===== src/i2cmc_pkg.sv =====
package i2cmc_pkg;

  ////////////////////////////////////////////////////////////////////////////
  // Timing
  localparam int unsigned CLK_PERIOD_NS = 8;
  localparam int unsigned SCL_HALF_NS = 5000;
  localparam int unsigned SCL_HALF_CYC = (SCL_HALF_NS + CLK_PERIOD_NS - 1) / CLK_PERIOD_NS;

  ////////////////////////////////////////////////////////////////////////////
  // Register indices, byte address is four times the index
  localparam logic [29:0] IDX_CTL0 = 30'h0000FFA7;
  localparam logic [29:0] IDX_SVA = 30'h0000FFA6;
  localparam logic [29:0] IDX_DATA = 30'h0000FFA5;
  localparam logic [29:0] IDX_STAT = 30'h0000FFAA;
  localparam logic [29:0] IDX_FLAG = 30'h0000FFAB;
  localparam logic [29:0] IDX_CTL1 = 30'h0000FFAC;
  localparam logic [29:0] IDX_BITOP = 30'h0000FFAD;

  localparam logic [7:0] CTL0_RESET = 8'h00;
  localparam logic [7:0] SVA_RESET = 8'h00;

  // Main control fields
  localparam int B_EN = 7;
  localparam int B_LREL = 6;
  localparam int B_WREL = 5;
  localparam int B_SPIE = 4;
  localparam int B_WTIM = 3;
  localparam int B_ACKE = 2;
  localparam int B_STT = 1;
  localparam int B_SPT = 0;
  localparam logic [7:0] CTL0_PULSE_MASK = 8'h60;

  // Second control fields
  localparam int C1_WUP = 3;
  localparam int C1_DFC = 2;
  localparam int C1_CLD = 1;
  localparam int C1_DAD = 0;

  // Single-bit write: bit index in [2:0], value in [3]
  localparam int BITOP_VAL = 3;

  // Extension code: upper nibble of the first byte
  localparam logic [3:0] EXT_CODE_HI = 4'h0;

  localparam logic [1:0] HTRANS_NONSEQ = 2'h2;
  localparam logic [2:0] HSIZE_WORD = 3'h2;
  localparam logic HRESP_OKAY = 1'b0;

  typedef enum logic [2:0] {
    SEL_NONE = 3'h0,
    SEL_CTL0 = 3'h1,
    SEL_SVA = 3'h2,
    SEL_DATA = 3'h3,
    SEL_STAT = 3'h4,
    SEL_FLAG = 3'h5,
    SEL_CTL1 = 3'h6,
    SEL_BITOP = 3'h7
  } i2cmc_sel_t;

  typedef enum logic [2:0] {
    M_IDLE = 3'h0,
    M_START = 3'h1,
    M_RUN = 3'h2,
    M_RSTA = 3'h3,
    M_STOP = 3'h4
  } i2cmc_mst_t;

endpackage


===== src/i2cmc_line_if.sv =====
`timescale 1ns/1ns
interface i2cmc_line_if;
  logic enable;
  logic filter_on;
  logic scl;
  logic sda;
  logic scl_rise;
  logic scl_fall;
  logic start_det;
  logic stop_det;
  modport sync (input enable, input filter_on, output scl, output sda,
                output scl_rise, output scl_fall, output start_det, output stop_det);
  modport core (output enable, output filter_on, input scl, input sda,
                input scl_rise, input scl_fall, input start_det, input stop_det);
endinterface


===== src/i2cmc_core.sv =====
`timescale 1ns/1ns
module i2cmc_core #(
  parameter int unsigned HALF_CYC = i2cmc_pkg::SCL_HALF_CYC
) (
  input wire logic hclk,
  input wire logic hresetn,
  input wire logic hsel,
  input wire logic [31:0] haddr,
  input wire logic [1:0] htrans,
  input wire logic hwrite,
  input wire logic [2:0] hsize,
  input wire logic [31:0] hwdata,
  input wire logic hready,
  output logic hreadyout,
  output logic [31:0] hrdata,
  output logic hresp,
  input wire logic scl_pin_in,
  output logic scl_pin_out,
  output logic scl_pin_oe,
  input wire logic sda_pin_in,
  output logic sda_pin_out,
  output logic sda_pin_oe,
  output logic i2c_interrupt
);
  import i2cmc_pkg::*;

  if (HALF_CYC < 2 || HALF_CYC > 65535) begin : g_chk
    $error("HALF_CYC out of range");
  end

  typedef struct packed {
    logic [7:0] ctl;
    logic [7:0] sva;
    logic [7:0] shreg;
    logic [31:0] rdata;
    i2cmc_sel_t asel;
    logic awr;
    logic dfc;
    logic wakeup_select;
    logic start_request_fail_flag;
    logic busy;
    logic msts;
    logic coi;
    logic exc;
    logic trc;
    logic ackd;
    logic std;
    logic spd;
    logic waiting;
    logic standby;
    logic first;
    logic [3:0] cnt;
    logic scl_oe;
    logic sda_oe;
    i2cmc_mst_t mst;
    logic [15:0] div;
    logic irq;
  } i2cmc_core_t;

  i2cmc_core_t r;
  i2cmc_core_t n;
  i2cmc_sel_t sel;
  logic ap;
  logic tick;
  logic do_ctl;
  logic rel_wait;
  logic data_wr;
  logic en;
  logic [7:0] wval;
  logic [3:0] c;
  logic [3:0] bidx;
  logic coi_n;
  logic exc_n;
  logic trc_n;
  logic sb_n;
  logic ev_sta;
  logic ev_sto;
  logic ev_rise;
  logic ev_fall;

  i2cmc_line_if ln ();

  i2cmc_line_sync u_sync (
    .hclk(hclk),
    .hresetn(hresetn),
    .scl_pin_in(scl_pin_in),
    .sda_pin_in(sda_pin_in),
    .ln(ln)
  );

  assign ln.enable = r.ctl[B_EN];
  assign ln.filter_on = r.dfc;

  ////////////////////////////////////////////////////////////////////////////
  // Address decode
  always_comb begin
    if (haddr[1:0] != 2'h0) begin
      sel = SEL_NONE;
    end else if (haddr[31:2] == IDX_CTL0) begin
      sel = SEL_CTL0;
    end else if (haddr[31:2] == IDX_SVA) begin
      sel = SEL_SVA;
    end else if (haddr[31:2] == IDX_DATA) begin
      sel = SEL_DATA;
    end else if (haddr[31:2] == IDX_STAT) begin
      sel = SEL_STAT;
    end else if (haddr[31:2] == IDX_FLAG) begin
      sel = SEL_FLAG;
    end else if (haddr[31:2] == IDX_CTL1) begin
      sel = SEL_CTL1;
    end else if (haddr[31:2] == IDX_BITOP) begin
      sel = SEL_BITOP;
    end else begin
      sel = SEL_NONE;
    end
  end

  assign ap = hsel && hready && htrans == HTRANS_NONSEQ && hsize == HSIZE_WORD;

  ////////////////////////////////////////////////////////////////////////////
  always_comb begin
    n = r;
    wval = r.ctl;
    do_ctl = 1'b0;
    rel_wait = 1'b0;
    data_wr = 1'b0;
    en = r.ctl[B_EN];
    c = 4'h0;
    coi_n = r.coi;
    exc_n = r.exc;
    trc_n = r.trc;
    sb_n = r.standby;
    n.irq = 1'b0;
    tick = (r.div == 16'h0000);
    ev_sta = en && ln.start_det;
    ev_sto = en && ln.stop_det;
    ev_rise = en && r.busy && ln.scl_rise;
    ev_fall = en && r.busy && ln.scl_fall;
    bidx = (r.cnt == 4'h9) ? 4'h0 : r.cnt;

    // Half-period enable for the generated clock
    if (r.mst == M_IDLE || tick) begin
      n.div = 16'(HALF_CYC - 1);
    end else begin
      n.div = r.div - 16'h0001;
    end

    // Bus address phase; read data registered for the data phase
    n.asel = ap ? sel : SEL_NONE;
    n.awr = hwrite;
    if (ap && !hwrite) begin
      if (sel == SEL_CTL0) begin
        n.rdata = {24'h0, r.ctl & ~CTL0_PULSE_MASK};
      end else if (sel == SEL_SVA) begin
        n.rdata = {24'h0, r.sva};
      end else if (sel == SEL_DATA) begin
        n.rdata = {24'h0, r.shreg};
      end else if (sel == SEL_STAT) begin
        n.rdata = {24'h0, r.msts, r.coi, r.exc, r.trc, r.ackd, r.std, r.spd, r.waiting};
      end else if (sel == SEL_FLAG) begin
        n.rdata = {24'h0, r.start_request_fail_flag, r.busy, 6'h00};
      end else if (sel == SEL_CTL1) begin
        n.rdata = {28'h0, r.wakeup_select, r.dfc, en && ln.scl, en && ln.sda};
      end else begin
        n.rdata = 32'h0000_0000;
      end
    end

    // Data phase writes
    if (r.awr) begin
      case (r.asel)
        SEL_CTL0: begin
          wval = hwdata[7:0];
          do_ctl = 1'b1;
        end
        SEL_BITOP: begin
          wval[hwdata[2:0]] = hwdata[BITOP_VAL];
          do_ctl = 1'b1;
        end
        SEL_SVA: n.sva = {hwdata[7:1], 1'b0};
        SEL_DATA: begin
          n.shreg = hwdata[7:0];
          data_wr = 1'b1;
          rel_wait = r.waiting;
        end
        SEL_CTL1: begin
          n.wakeup_select = hwdata[C1_WUP];
          n.dfc = hwdata[C1_DFC];
        end
        default: ;
      endcase
    end

    if (do_ctl) begin
      // Release bits are never stored, so they act once and read back zero
      n.ctl = wval & ~CTL0_PULSE_MASK;
      en = wval[B_EN];
      if (en && wval[B_LREL]) begin
        n.ctl[B_STT] = 1'b0;
        n.ctl[B_SPT] = 1'b0;
        n.msts = 1'b0;
        n.exc = 1'b0;
        n.coi = 1'b0;
        n.trc = 1'b0;
        n.ackd = 1'b0;
        n.std = 1'b0;
        n.scl_oe = 1'b0;
        n.sda_oe = 1'b0;
        n.waiting = 1'b0;
        n.standby = 1'b1;
        n.mst = M_IDLE;
      end else if (en && wval[B_WREL] && r.waiting) begin
        rel_wait = 1'b1;
      end
      if (en && wval[B_STT] && !wval[B_LREL]) begin
        if (r.msts && r.waiting) begin
          n.mst = M_RSTA;
          n.waiting = 1'b0;
          n.sda_oe = 1'b0;
          rel_wait = 1'b0;
        end else if (r.busy || r.mst != M_IDLE) begin
          n.start_request_fail_flag = 1'b1;
          n.ctl[B_STT] = 1'b0;
        end else begin
          n.start_request_fail_flag = 1'b0;
          n.mst = M_START;
        end
      end else if (en && wval[B_SPT] && !wval[B_LREL] && r.msts && r.waiting) begin
        n.mst = M_STOP;
        n.waiting = 1'b0;
        n.sda_oe = 1'b1;
        rel_wait = 1'b0;
      end
    end

    if (rel_wait) begin
      n.waiting = 1'b0;
      n.scl_oe = 1'b0;
      if (r.cnt == 4'h9 && r.trc) begin
        n.trc = 1'b0;
        n.sda_oe = 1'b0;
      end else if (data_wr && r.trc && r.cnt != 4'h8) begin
        n.sda_oe = ~hwdata[7];
      end
    end

    ////////////////////////////////////////////////////////////////////////////
    // Line events come after software so a hardware set wins
    if (ev_sta) begin
      n.std = 1'b1;
      n.spd = 1'b0;
      n.busy = 1'b1;
      n.cnt = 4'hF; // Start's own clock fall wraps this to zero
      n.first = 1'b1;
      n.coi = 1'b0;
      n.exc = 1'b0;
      n.ackd = 1'b0;
      if (r.mst == M_IDLE) begin
        n.trc = 1'b0;
      end
    end

    if (ev_sto) begin
      n.spd = 1'b1;
      n.std = 1'b0;
      n.busy = 1'b0;
      n.msts = 1'b0;
      n.standby = 1'b0;
      n.waiting = 1'b0;
      n.cnt = 4'h0;
      n.scl_oe = 1'b0;
      n.sda_oe = 1'b0;
      n.mst = M_IDLE;
      n.ctl[B_SPT] = 1'b0;
      n.irq = r.ctl[B_SPIE] && !r.wakeup_select;
    end

    if (ev_rise) begin
      if (bidx < 4'h8) begin
        n.shreg = {r.shreg[6:0], ln.sda};
      end else if (r.trc) begin
        n.ackd = !ln.sda;
      end
    end

    if (ev_fall) begin
      c = (r.cnt == 4'h9) ? 4'h1 : r.cnt + 4'h1;
      n.cnt = c;
      if (c < 4'h8) begin
        n.sda_oe = r.trc && !r.shreg[7];
      end else if (c == 4'h8) begin
        if (r.first) begin
          coi_n = !r.msts && r.shreg[7:1] == r.sva[7:1];
          exc_n = !r.msts && r.shreg[7:4] == EXT_CODE_HI;
          trc_n = r.msts ? !r.shreg[0] : (coi_n && r.shreg[0]);
          sb_n = r.standby && !(coi_n || exc_n);
          n.coi = coi_n;
          n.exc = exc_n;
          n.trc = trc_n;
          n.standby = sb_n;
        end
        // Address match acks the address byte whatever ack enable says
        n.sda_oe = !r.trc && !sb_n && (r.ctl[B_ACKE] || (r.first && coi_n));
        if (!r.ctl[B_WTIM] && (!r.first || exc_n) && !sb_n) begin
          n.waiting = 1'b1;
          n.scl_oe = 1'b1;
          n.irq = 1'b1;
        end
      end else begin
        n.sda_oe = 1'b0;
        if ((r.ctl[B_WTIM] || r.first) && !r.standby && !(r.first && r.exc && !r.ctl[B_WTIM])) begin
          n.waiting = 1'b1;
          n.scl_oe = 1'b1;
          n.irq = 1'b1;
        end
        n.first = 1'b0;
      end
    end

    ////////////////////////////////////////////////////////////////////////////
    // Master condition generator
    case (r.mst)
      M_START: begin
        if (tick) begin
          if (!r.sda_oe) begin
            n.sda_oe = 1'b1;
          end else begin
            n.scl_oe = 1'b1;
            n.msts = 1'b1;
            n.trc = 1'b1;
            n.waiting = 1'b1;
            n.ctl[B_STT] = 1'b0;
            n.mst = M_RUN;
          end
        end
      end
      M_RUN: begin
        // A released clock held low by a slave is not driven again yet
        if (tick && !r.waiting) begin
          if (r.scl_oe) begin
            n.scl_oe = 1'b0;
          end else if (ln.scl) begin
            n.scl_oe = 1'b1;
          end
        end
      end
      M_RSTA: begin
        if (tick) begin
          n.scl_oe = 1'b0;
          n.sda_oe = 1'b0;
          n.mst = M_START;
        end
      end
      M_STOP: begin
        if (tick) begin
          if (r.scl_oe) begin
            n.scl_oe = 1'b0;
          end else begin
            n.sda_oe = 1'b0;
            n.msts = 1'b0;
            n.ctl[B_SPT] = 1'b0;
            n.mst = M_IDLE;
          end
        end
      end
      default: ;
    endcase

    ////////////////////////////////////////////////////////////////////////////
    // Disabled: everything but the configuration, the data register, the bus address phase and read data and the clock divider is held cleared
    if (!n.ctl[B_EN]) begin
      n.msts = 1'b0;
      n.coi = 1'b0;
      n.exc = 1'b0;
      n.trc = 1'b0;
      n.ackd = 1'b0;
      n.std = 1'b0;
      n.spd = 1'b0;
      n.waiting = 1'b0;
      n.standby = 1'b0;
      n.first = 1'b0;
      n.cnt = 4'h0;
      n.scl_oe = 1'b0;
      n.sda_oe = 1'b0;
      n.mst = M_IDLE;
      n.start_request_fail_flag = 1'b0;
      n.busy = 1'b0;
    end
  end

  always_ff @(posedge hclk or negedge hresetn) begin
    if (!hresetn) begin
      r <= '{ctl: CTL0_RESET, sva: SVA_RESET, asel: SEL_NONE, mst: M_IDLE,
             default: '0};
    end else begin
      r <= n;
    end
  end

  assign hreadyout = 1'b1;
  assign hresp = HRESP_OKAY;
  assign hrdata = r.rdata;
  // Open drain: only ever pulls low
  assign scl_pin_out = 1'b0;
  assign sda_pin_out = 1'b0;
  assign scl_pin_oe = r.scl_oe;
  assign sda_pin_oe = r.sda_oe;
  assign i2c_interrupt = r.irq;

endmodule


===== src/i2cmc_line_sync.sv =====
`timescale 1ns/1ns
module i2cmc_line_sync (
  input wire logic hclk,
  input wire logic hresetn,
  input wire logic scl_pin_in,
  input wire logic sda_pin_in,
  i2cmc_line_if.sync ln
);
  import i2cmc_pkg::*;

  // Bit 1 is the clock line, bit 0 the data line
  typedef struct packed {
    logic [1:0] s1;
    logic [1:0] s2;
    logic [1:0] s3;
    logic [1:0] lvl;
    logic rise;
    logic fall;
    logic sta;
    logic sto;
  } i2cmc_sync_t;

  i2cmc_sync_t r;
  i2cmc_sync_t n;
  logic [1:0] nl;

  ////////////////////////////////////////////////////////////////////////////
  always_comb begin
    n = r;
    nl = r.lvl;
    n.s1 = {scl_pin_in, sda_pin_in};
    n.s2 = r.s1;
    n.s3 = r.s2;
    // Filter takes a new level only after two agreeing samples
    if (!ln.filter_on || r.s2 == r.s3) begin
      nl = r.s2;
    end
    n.rise = 1'b0;
    n.fall = 1'b0;
    n.sta = 1'b0;
    n.sto = 1'b0;
    if (!ln.enable) begin
      // With the filter on, idle lines are assumed while off, so a low data line shows up as a start
      n.lvl = ln.filter_on ? 2'b11 : r.s2;
    end else begin
      n.lvl = nl;
      n.rise = !r.lvl[1] && nl[1];
      n.fall = r.lvl[1] && !nl[1];
      n.sta = r.lvl[1] && nl[1] && r.lvl[0] && !nl[0];
      n.sto = r.lvl[1] && nl[1] && !r.lvl[0] && nl[0];
    end
  end

  always_ff @(posedge hclk or negedge hresetn) begin
    if (!hresetn) begin
      r <= '{s1: 2'b11, s2: 2'b11, s3: 2'b11, lvl: 2'b11, default: 1'b0};
    end else begin
      r <= n;
    end
  end

  assign ln.scl = r.lvl[1];
  assign ln.sda = r.lvl[0];
  assign ln.scl_rise = r.rise;
  assign ln.scl_fall = r.fall;
  assign ln.start_det = r.sta;
  assign ln.stop_det = r.sto;

endmodule


===== config.mk =====
export PLATFORM = sky130hd
export DESIGN_NAME = i2cmc_core
export DESIGN_NICKNAME = d
export VERILOG_FILES = /design/src/i2cmc_pkg.sv /design/src/i2cmc_line_if.sv /design/src/i2cmc_core.sv /design/src/i2cmc_line_sync.sv
export SDC_FILE = /design/constraint.sdc
export NUM_CORES = 1
export LEC_CHECK = 0
export ABC_AREA = 1
export BUFFER_PORTS_ARGS = -buffer_cell sky130_fd_sc_hd__buf_2
export CORE_ASPECT_RATIO = 0.75
export CORE_MARGIN = 3
export CORE_UTILIZATION = 40
export CTS_BUF_LIST = sky130_fd_sc_hd__clkbuf_8 sky130_fd_sc_hd__clkbuf_16
export DETAILED_ROUTE_END_ITERATION = 8
export GPL_TIMING_DRIVEN = 0
export PLACE_DENSITY = 0.57
export SKIP_LAST_GASP = 1
export SLEW_MARGIN = 20
export SYNTH_ARGS = -nofsm -noshare
export SYNTH_HDL_FRONTEND = slang
export SYNTH_SLANG_ARGS = --single-unit
export TNS_END_PERCENT = 10

===== constraint.sdc =====
create_clock -name hclk -period 2.6 [get_ports hclk]
set_input_delay 0.13 -clock hclk [delete_from_list [all_inputs] [get_ports hclk]]
set_output_delay 0.13 -clock hclk [all_outputs]
set_load 0.01 [all_outputs]

After elaboration in Yosys (flattened, before gate mapping)
Index checks and enable logic that the tools add are counted.
Storage, ports and cells
  bits in registers: 109
  latch bits: 0
  RAM bits: 0
  logic and storage cells: 315
  memories: 0
  output and inout port bits: 39
  input bits: 76
  bits in read-only memories: 0
Cells by class
  multiplexer cells: 151
  divide/modulo/power cells: 0
  eq/ne operators: 36
  $add $sub $neg: 2
  reduce and logical (&&, ||, !) cells: 86
  shift-type cells: 0
  order comparisons: 4
  $mul: 0
  bitwise logic cells: 1
Operator list (count)
  $eq A30 B16 Y1 const B: 7
  $mux W8: 11
  $mux W1: 86
  $mux W3: 17
  $logic_and A1 B1 Y1: 48
  $mux W4: 8
  $mux W5: 6
  $eq A3 B2 Y1 const B: 7
  $mux W21: 1
  $mux W2: 10
  $logic_not A1 Y1: 19
  $eq A3 B3 Y1 const B: 6
  $mux W6: 3
  $mux W9: 2
  $logic_not A16 Y1: 1
  $mux W16: 1
  $pmux W8 S2: 1
  $sub A16 B1 Y16 const B: 1
  $ne A4 B1 Y1 const B: 3
  $pmux W4 S3: 1
  $eq A3 B1 Y1 const B: 3
  $bwmux W8: 1
  $eq A4 B4 Y1 const B: 2
  $lt A4 B4 Y1 const B: 2
  other kinds (22): 33

Logic depth before layout (Yosys ltp)
  depth in word-level cells: 27
  gate-level depth with buffers: 17
  depth with buffers taken out: 17

By module
A second synthesis with hierarchy kept.
Second synthesis, totals
  cells, all modules: 807
  area, all modules: 5771.8 µm²
Modules (own cells, without submodules)
  i2cmc_core: cells an instance 761, area an instance 5300.1 µm², times used 1, seq. area each 1826.8 µm²
  i2cmc_line_sync: cells an instance 46, area an instance 471.7 µm², times used 1, seq. area each 310.3 µm²

Least setup slack after synthesis
No wires, ideal clock.
  kind: reg2reg
  start point: register r[1] (netlist name)
  end point: register r[17] (netlist name)
  data required time: 2473 ps
  arrival: 1755 ps
  library setup time: 127 ps
  clock period less this slack: 1882 ps
  stages on the path, launching flop included: 15
  buffers on the path: 0
  slack: 718 ps
  path through: dfrtp_1 inv_1 ha_1 nand2_1 nor2_2 nand4_2 nor2_2 nand2_1 or2_1 nand2_1 nand2_1 a21oi_1 o21ai_0 nand2_1 a21oi_1
RTL lines
  start, declared: RTL line i2cmc_core.sv:60  | i2cmc_core_t r;
  start signal, assigned: RTL line i2cmc_core.sv:393  | r <= '{ctl: CTL0_RESET, sva: SVA_RESET, asel: SEL_NONE, mst: M_IDLE,
  start signal, assigned: RTL line i2cmc_core.sv:396  | r <= n;

==> flow_summary_export.csv <==
group,metric,value,unit
logic_synthesis,synth_area_leader_cell,"dfrtp_1",
logic_synthesis,synthSimpleGateAreaFrac,33.9,%
clock_network,inserted_clock_buffers,9,
critical_path,cp_max_fo,10,
die,core-area,0.0134,sq mm
clock_network,clock_tree.buffer_depth,2,
logic_synthesis,yosysWarningCount,0,
sta,fin_skew,0.00986,ns
critical_path,crit_required,2.85,ns
run,cap_viol_max_count,0,
logic_synthesis,count_of_flip_flops_with_a_built_in_enable_after_synthesis,0,
logic_synthesis,synth.top_cells.by_area,"dfrtp_1, nand2_1, inv_1",
logic_synthesis,muxShareOfSynthArea,0.199,%
place,buffer_ports.inserted,61,
route,antenna_violating_nets_post_route,0,
sta,timing.slew.headroom,53.7,%
sta,report.final.hold_viol_count,0,
die,initial_core_util,42.2,%
sta,fin_tns_setup,0,ns
die,rows,36,
layout,antennaDiodeCount,0,
logic_synthesis,ys.flop_type,"dfrtp_1",
route,first_iter_violations,475,
global_route,global_route_wire_length_before_repair,26400,um
clock_network,cts_num_sinks,85,
logic_synthesis,xor_and_xnor_fraction_of_the_mapped_netlist_area,2.01,%
layout,drive_gt1_share,18.6,%
route,detail_route.drc_violations,0,
sta,maxClockFrequency,0.424,GHz
global_route,grt_pass1_vias,5141,
sta,tightest_slew,0.690,ns
power_and_ir_drop,power.density_cell_area,576,mW/mm^2
logic_synthesis,synth_compound_gate_area_share,12.4,%
die,dieArea,0.0156,sq mm
power_and_ir_drop,worst_ir_drop_vdd,397,uV
logic_synthesis,post_synth.cell_area_avg,7.08,sq um
global_route,largest_net_degree_at_the_start_of_global_routing,49,
global_route,grt_antenna_before_repair,0,
clock_network,cts_htree_levels,3,
place,gp_routability_congestion,0.963,
sta,min_period_over_period,90.7,%
clock_network,postCtsSetupRepairBufs,0,
logic_synthesis,async_flop_share,100,%
critical_path,type_of_element_capturing_the_critical_path,"flop",
die,die_height,109,um
route,wl_per_cell,15.0,um
logic_synthesis,adder_cell_share_of_the_synthesized_area,0.221,%
critical_path,critical_path_arrival,2.61,ns
layout,layout_filler_cell_count,1378,
route,routed_via_density,5.19,
critical_path,timing_worst_setup_path_type,"reg -> reg",
logic_synthesis,ys_seq_elements,85,
critical_path,critPathLaunchType,"flop",
route,drt-pass1-iter-count,6,
clock_network,cts_root_buffer,"clkbuf_16",
global_route,overflow,0,
route,via_count,5591,
global_route,track_usage,21.8,%
logic_synthesis,synth-seq-area-share,37.8,%
sta,timing.final.setup_violations,0,
die,chipWidth,143,um
place,dp.final_hpwl,12900,um
logic_synthesis,synth_area,0.00566,sq mm
logic_synthesis,synth_top_area_share,34.0,%
route,drt_wl_total,16200,um
layout,areaGrowthSynthToFinish,17.3,%
sta,final-max-slew-violation-count,0,
power_and_ir_drop,total_leakage_power,3.46,nW
die,ios,115,
clock_network,clk-insertion-delay-late,0.36,ns
clock_network,clk_pin_slew_worst_paths,0.07,ns
power_and_ir_drop,p_total,0.00382,W
sta,finalWorstPathRequiredPeriod,2.36,ns
logic_synthesis,yosysUniqueCellTypes,54,
layout,nNetsFinal,979,
hold_path,worst_hold_path_type,"in -> reg",
logic_synthesis,postSynthCellCount,799,
sta,grt_setup_unrepaired,"no",
logic_synthesis,synth_top_family_by_area,"simple AND/OR/NAND/NOR gates",
status,outcome,"completed",
clock_network,tritoncts,"yes",
## final cells by class
| class | count | area [sq um] | area share, % |
|---|---|---|---|
| buffer | 48 | 324 | 4.88 |
| clock buffer | 10 | 239 | 3.60 |
| clock inverter | 6 | 53.8 | 0.810 |
| inverter | 115 | 435 | 6.56 |
| multi-input combinational | 577 | 2860 | 43.1 |
| sequential | 85 | 2140 | 32.2 |
| tap | 171 | 214 | 3.22 |
| timing repair buffer | 66 | 375 | 5.65 |
## cell usage in the layout, fill, tap and decap left out, drive strengths merged, types with 2 or more instances in the layout
cell and count:
a21oi 32, o211ai 7, a31oi 5, or2 8, nand3b 2, nor2 86, a21boi 2, buf 103
nand4 23, clkbuf 17, a22oi 2, o22ai 2, nor4 6, conb 28, dfrtp 77, nor3 25
clkinv 2, xor2 7, a211oi 2, o21ai 63, inv 118, o31ai 2, dfstp 8, nor3b 5
dlygate4sd3 4, xnor2 6, nand2 186, nand3 68
## cell families after synthesis
group,after synthesis
muxes,1
and+or+nand+nor,411
AOI/OAI and AO/OA,123
buffers and inverters,163
other,2
DFF,85
adders and majority gates,1
xor gates and xnor gates,13
## worst paths after layout
path / depth (start not counted) / slack, ns / from / end
max: 7 / 0.24 / ln.enable / r[27]
min: 3 / 0.09 / hwdata[3] / r[95]
max reg2reg: 7 / 0.24 / ln.enable / r[27]
min reg2reg: 0 / 0.36 / u_sync.n[9] / u_sync.n[7]
max in group asynchronous: 3 / 1.66 / hresetn / u_sync.ln.sda
min in group asynchronous: 2 / 0.28 / hresetn / r[17]
## per-layer routing
layer	GRT usage, %	vias up	part of all wire [%]
met5	0	-	0
met4	4.03	0	0.74
met3	5.44	14	8.3
met2	30.6	208	40
met1	33.8	2610	51
li1	-	2759	-
## cell usage after synthesis (3+ instances only)
master and instances:
a21oi_1 32, a31oi_1 5, buf_2 4, buf_4 37, clkbuf_1 7, dfrtp_1 77, dfstp_2 8, inv_1 101
inv_2 12, nand2_1 181, nand2_4 4, nand3_1 67, nand4_1 22, nor2_1 81, nor2_2 4, nor3_1 18
nor3_2 4, nor3_4 3, nor3b_1 5, nor4_1 5, o211ai_1 7, o21ai_0 53, o21ai_1 8, or2_1 3
or2_2 3, xnor2_1 6, xor2_1 7
## critical path, cell delays in order, from the launching register on
cell	delay [ns]
dfrtp_1	0.34
clkbuf_1	0.47
nand3_1	0.34
nor3_1	0.39
inv_1	0.19
nor2_1	0.18
nand2_1	0.07
a221oi_1	0.27
## metrics by stage
step / setup slack, ns / utilization, % / cells / hold WS (ns) / instance area, sq um
floorplan: 0.718 / - / 825 / -0.166 / 5760
global placement: 0.253 / 46.8 / 1057 / 0.236 / 6280
detailed placement: 0.301 / 47.0 / 1058 / 0.147 / 6310
CTS: 0.286 / 49.5 / 1078 / 0.0785 / 6640
global route: 0.0778 / 49.5 / 1078 / 0.122 / 6640
finish: 0.241 / 49.5 / 1078 / 0.0921 / 6640
## power breakdown
| part | internal [W] | switching, W |
|---|---|---|
| sequential | 0.00151 | 0.000195 |
| combinational | 0.000313 | 0.000515 |
| clock | 0.000693 | 0.000595 |
## repair_timing
item | CTS | global route
endpoints found under the hold margin | 35 | 0
gates resized for setup | 0 | 0
hold buffers | 4 | 0
## registers in the layout (all words and copies together) (netlist names), 2 cells and up
signal,flops
u_sync.r,2
u_sync.n,4
hrdata,8
r,60
No activity file was read; power rests on OpenSTA's default activity.
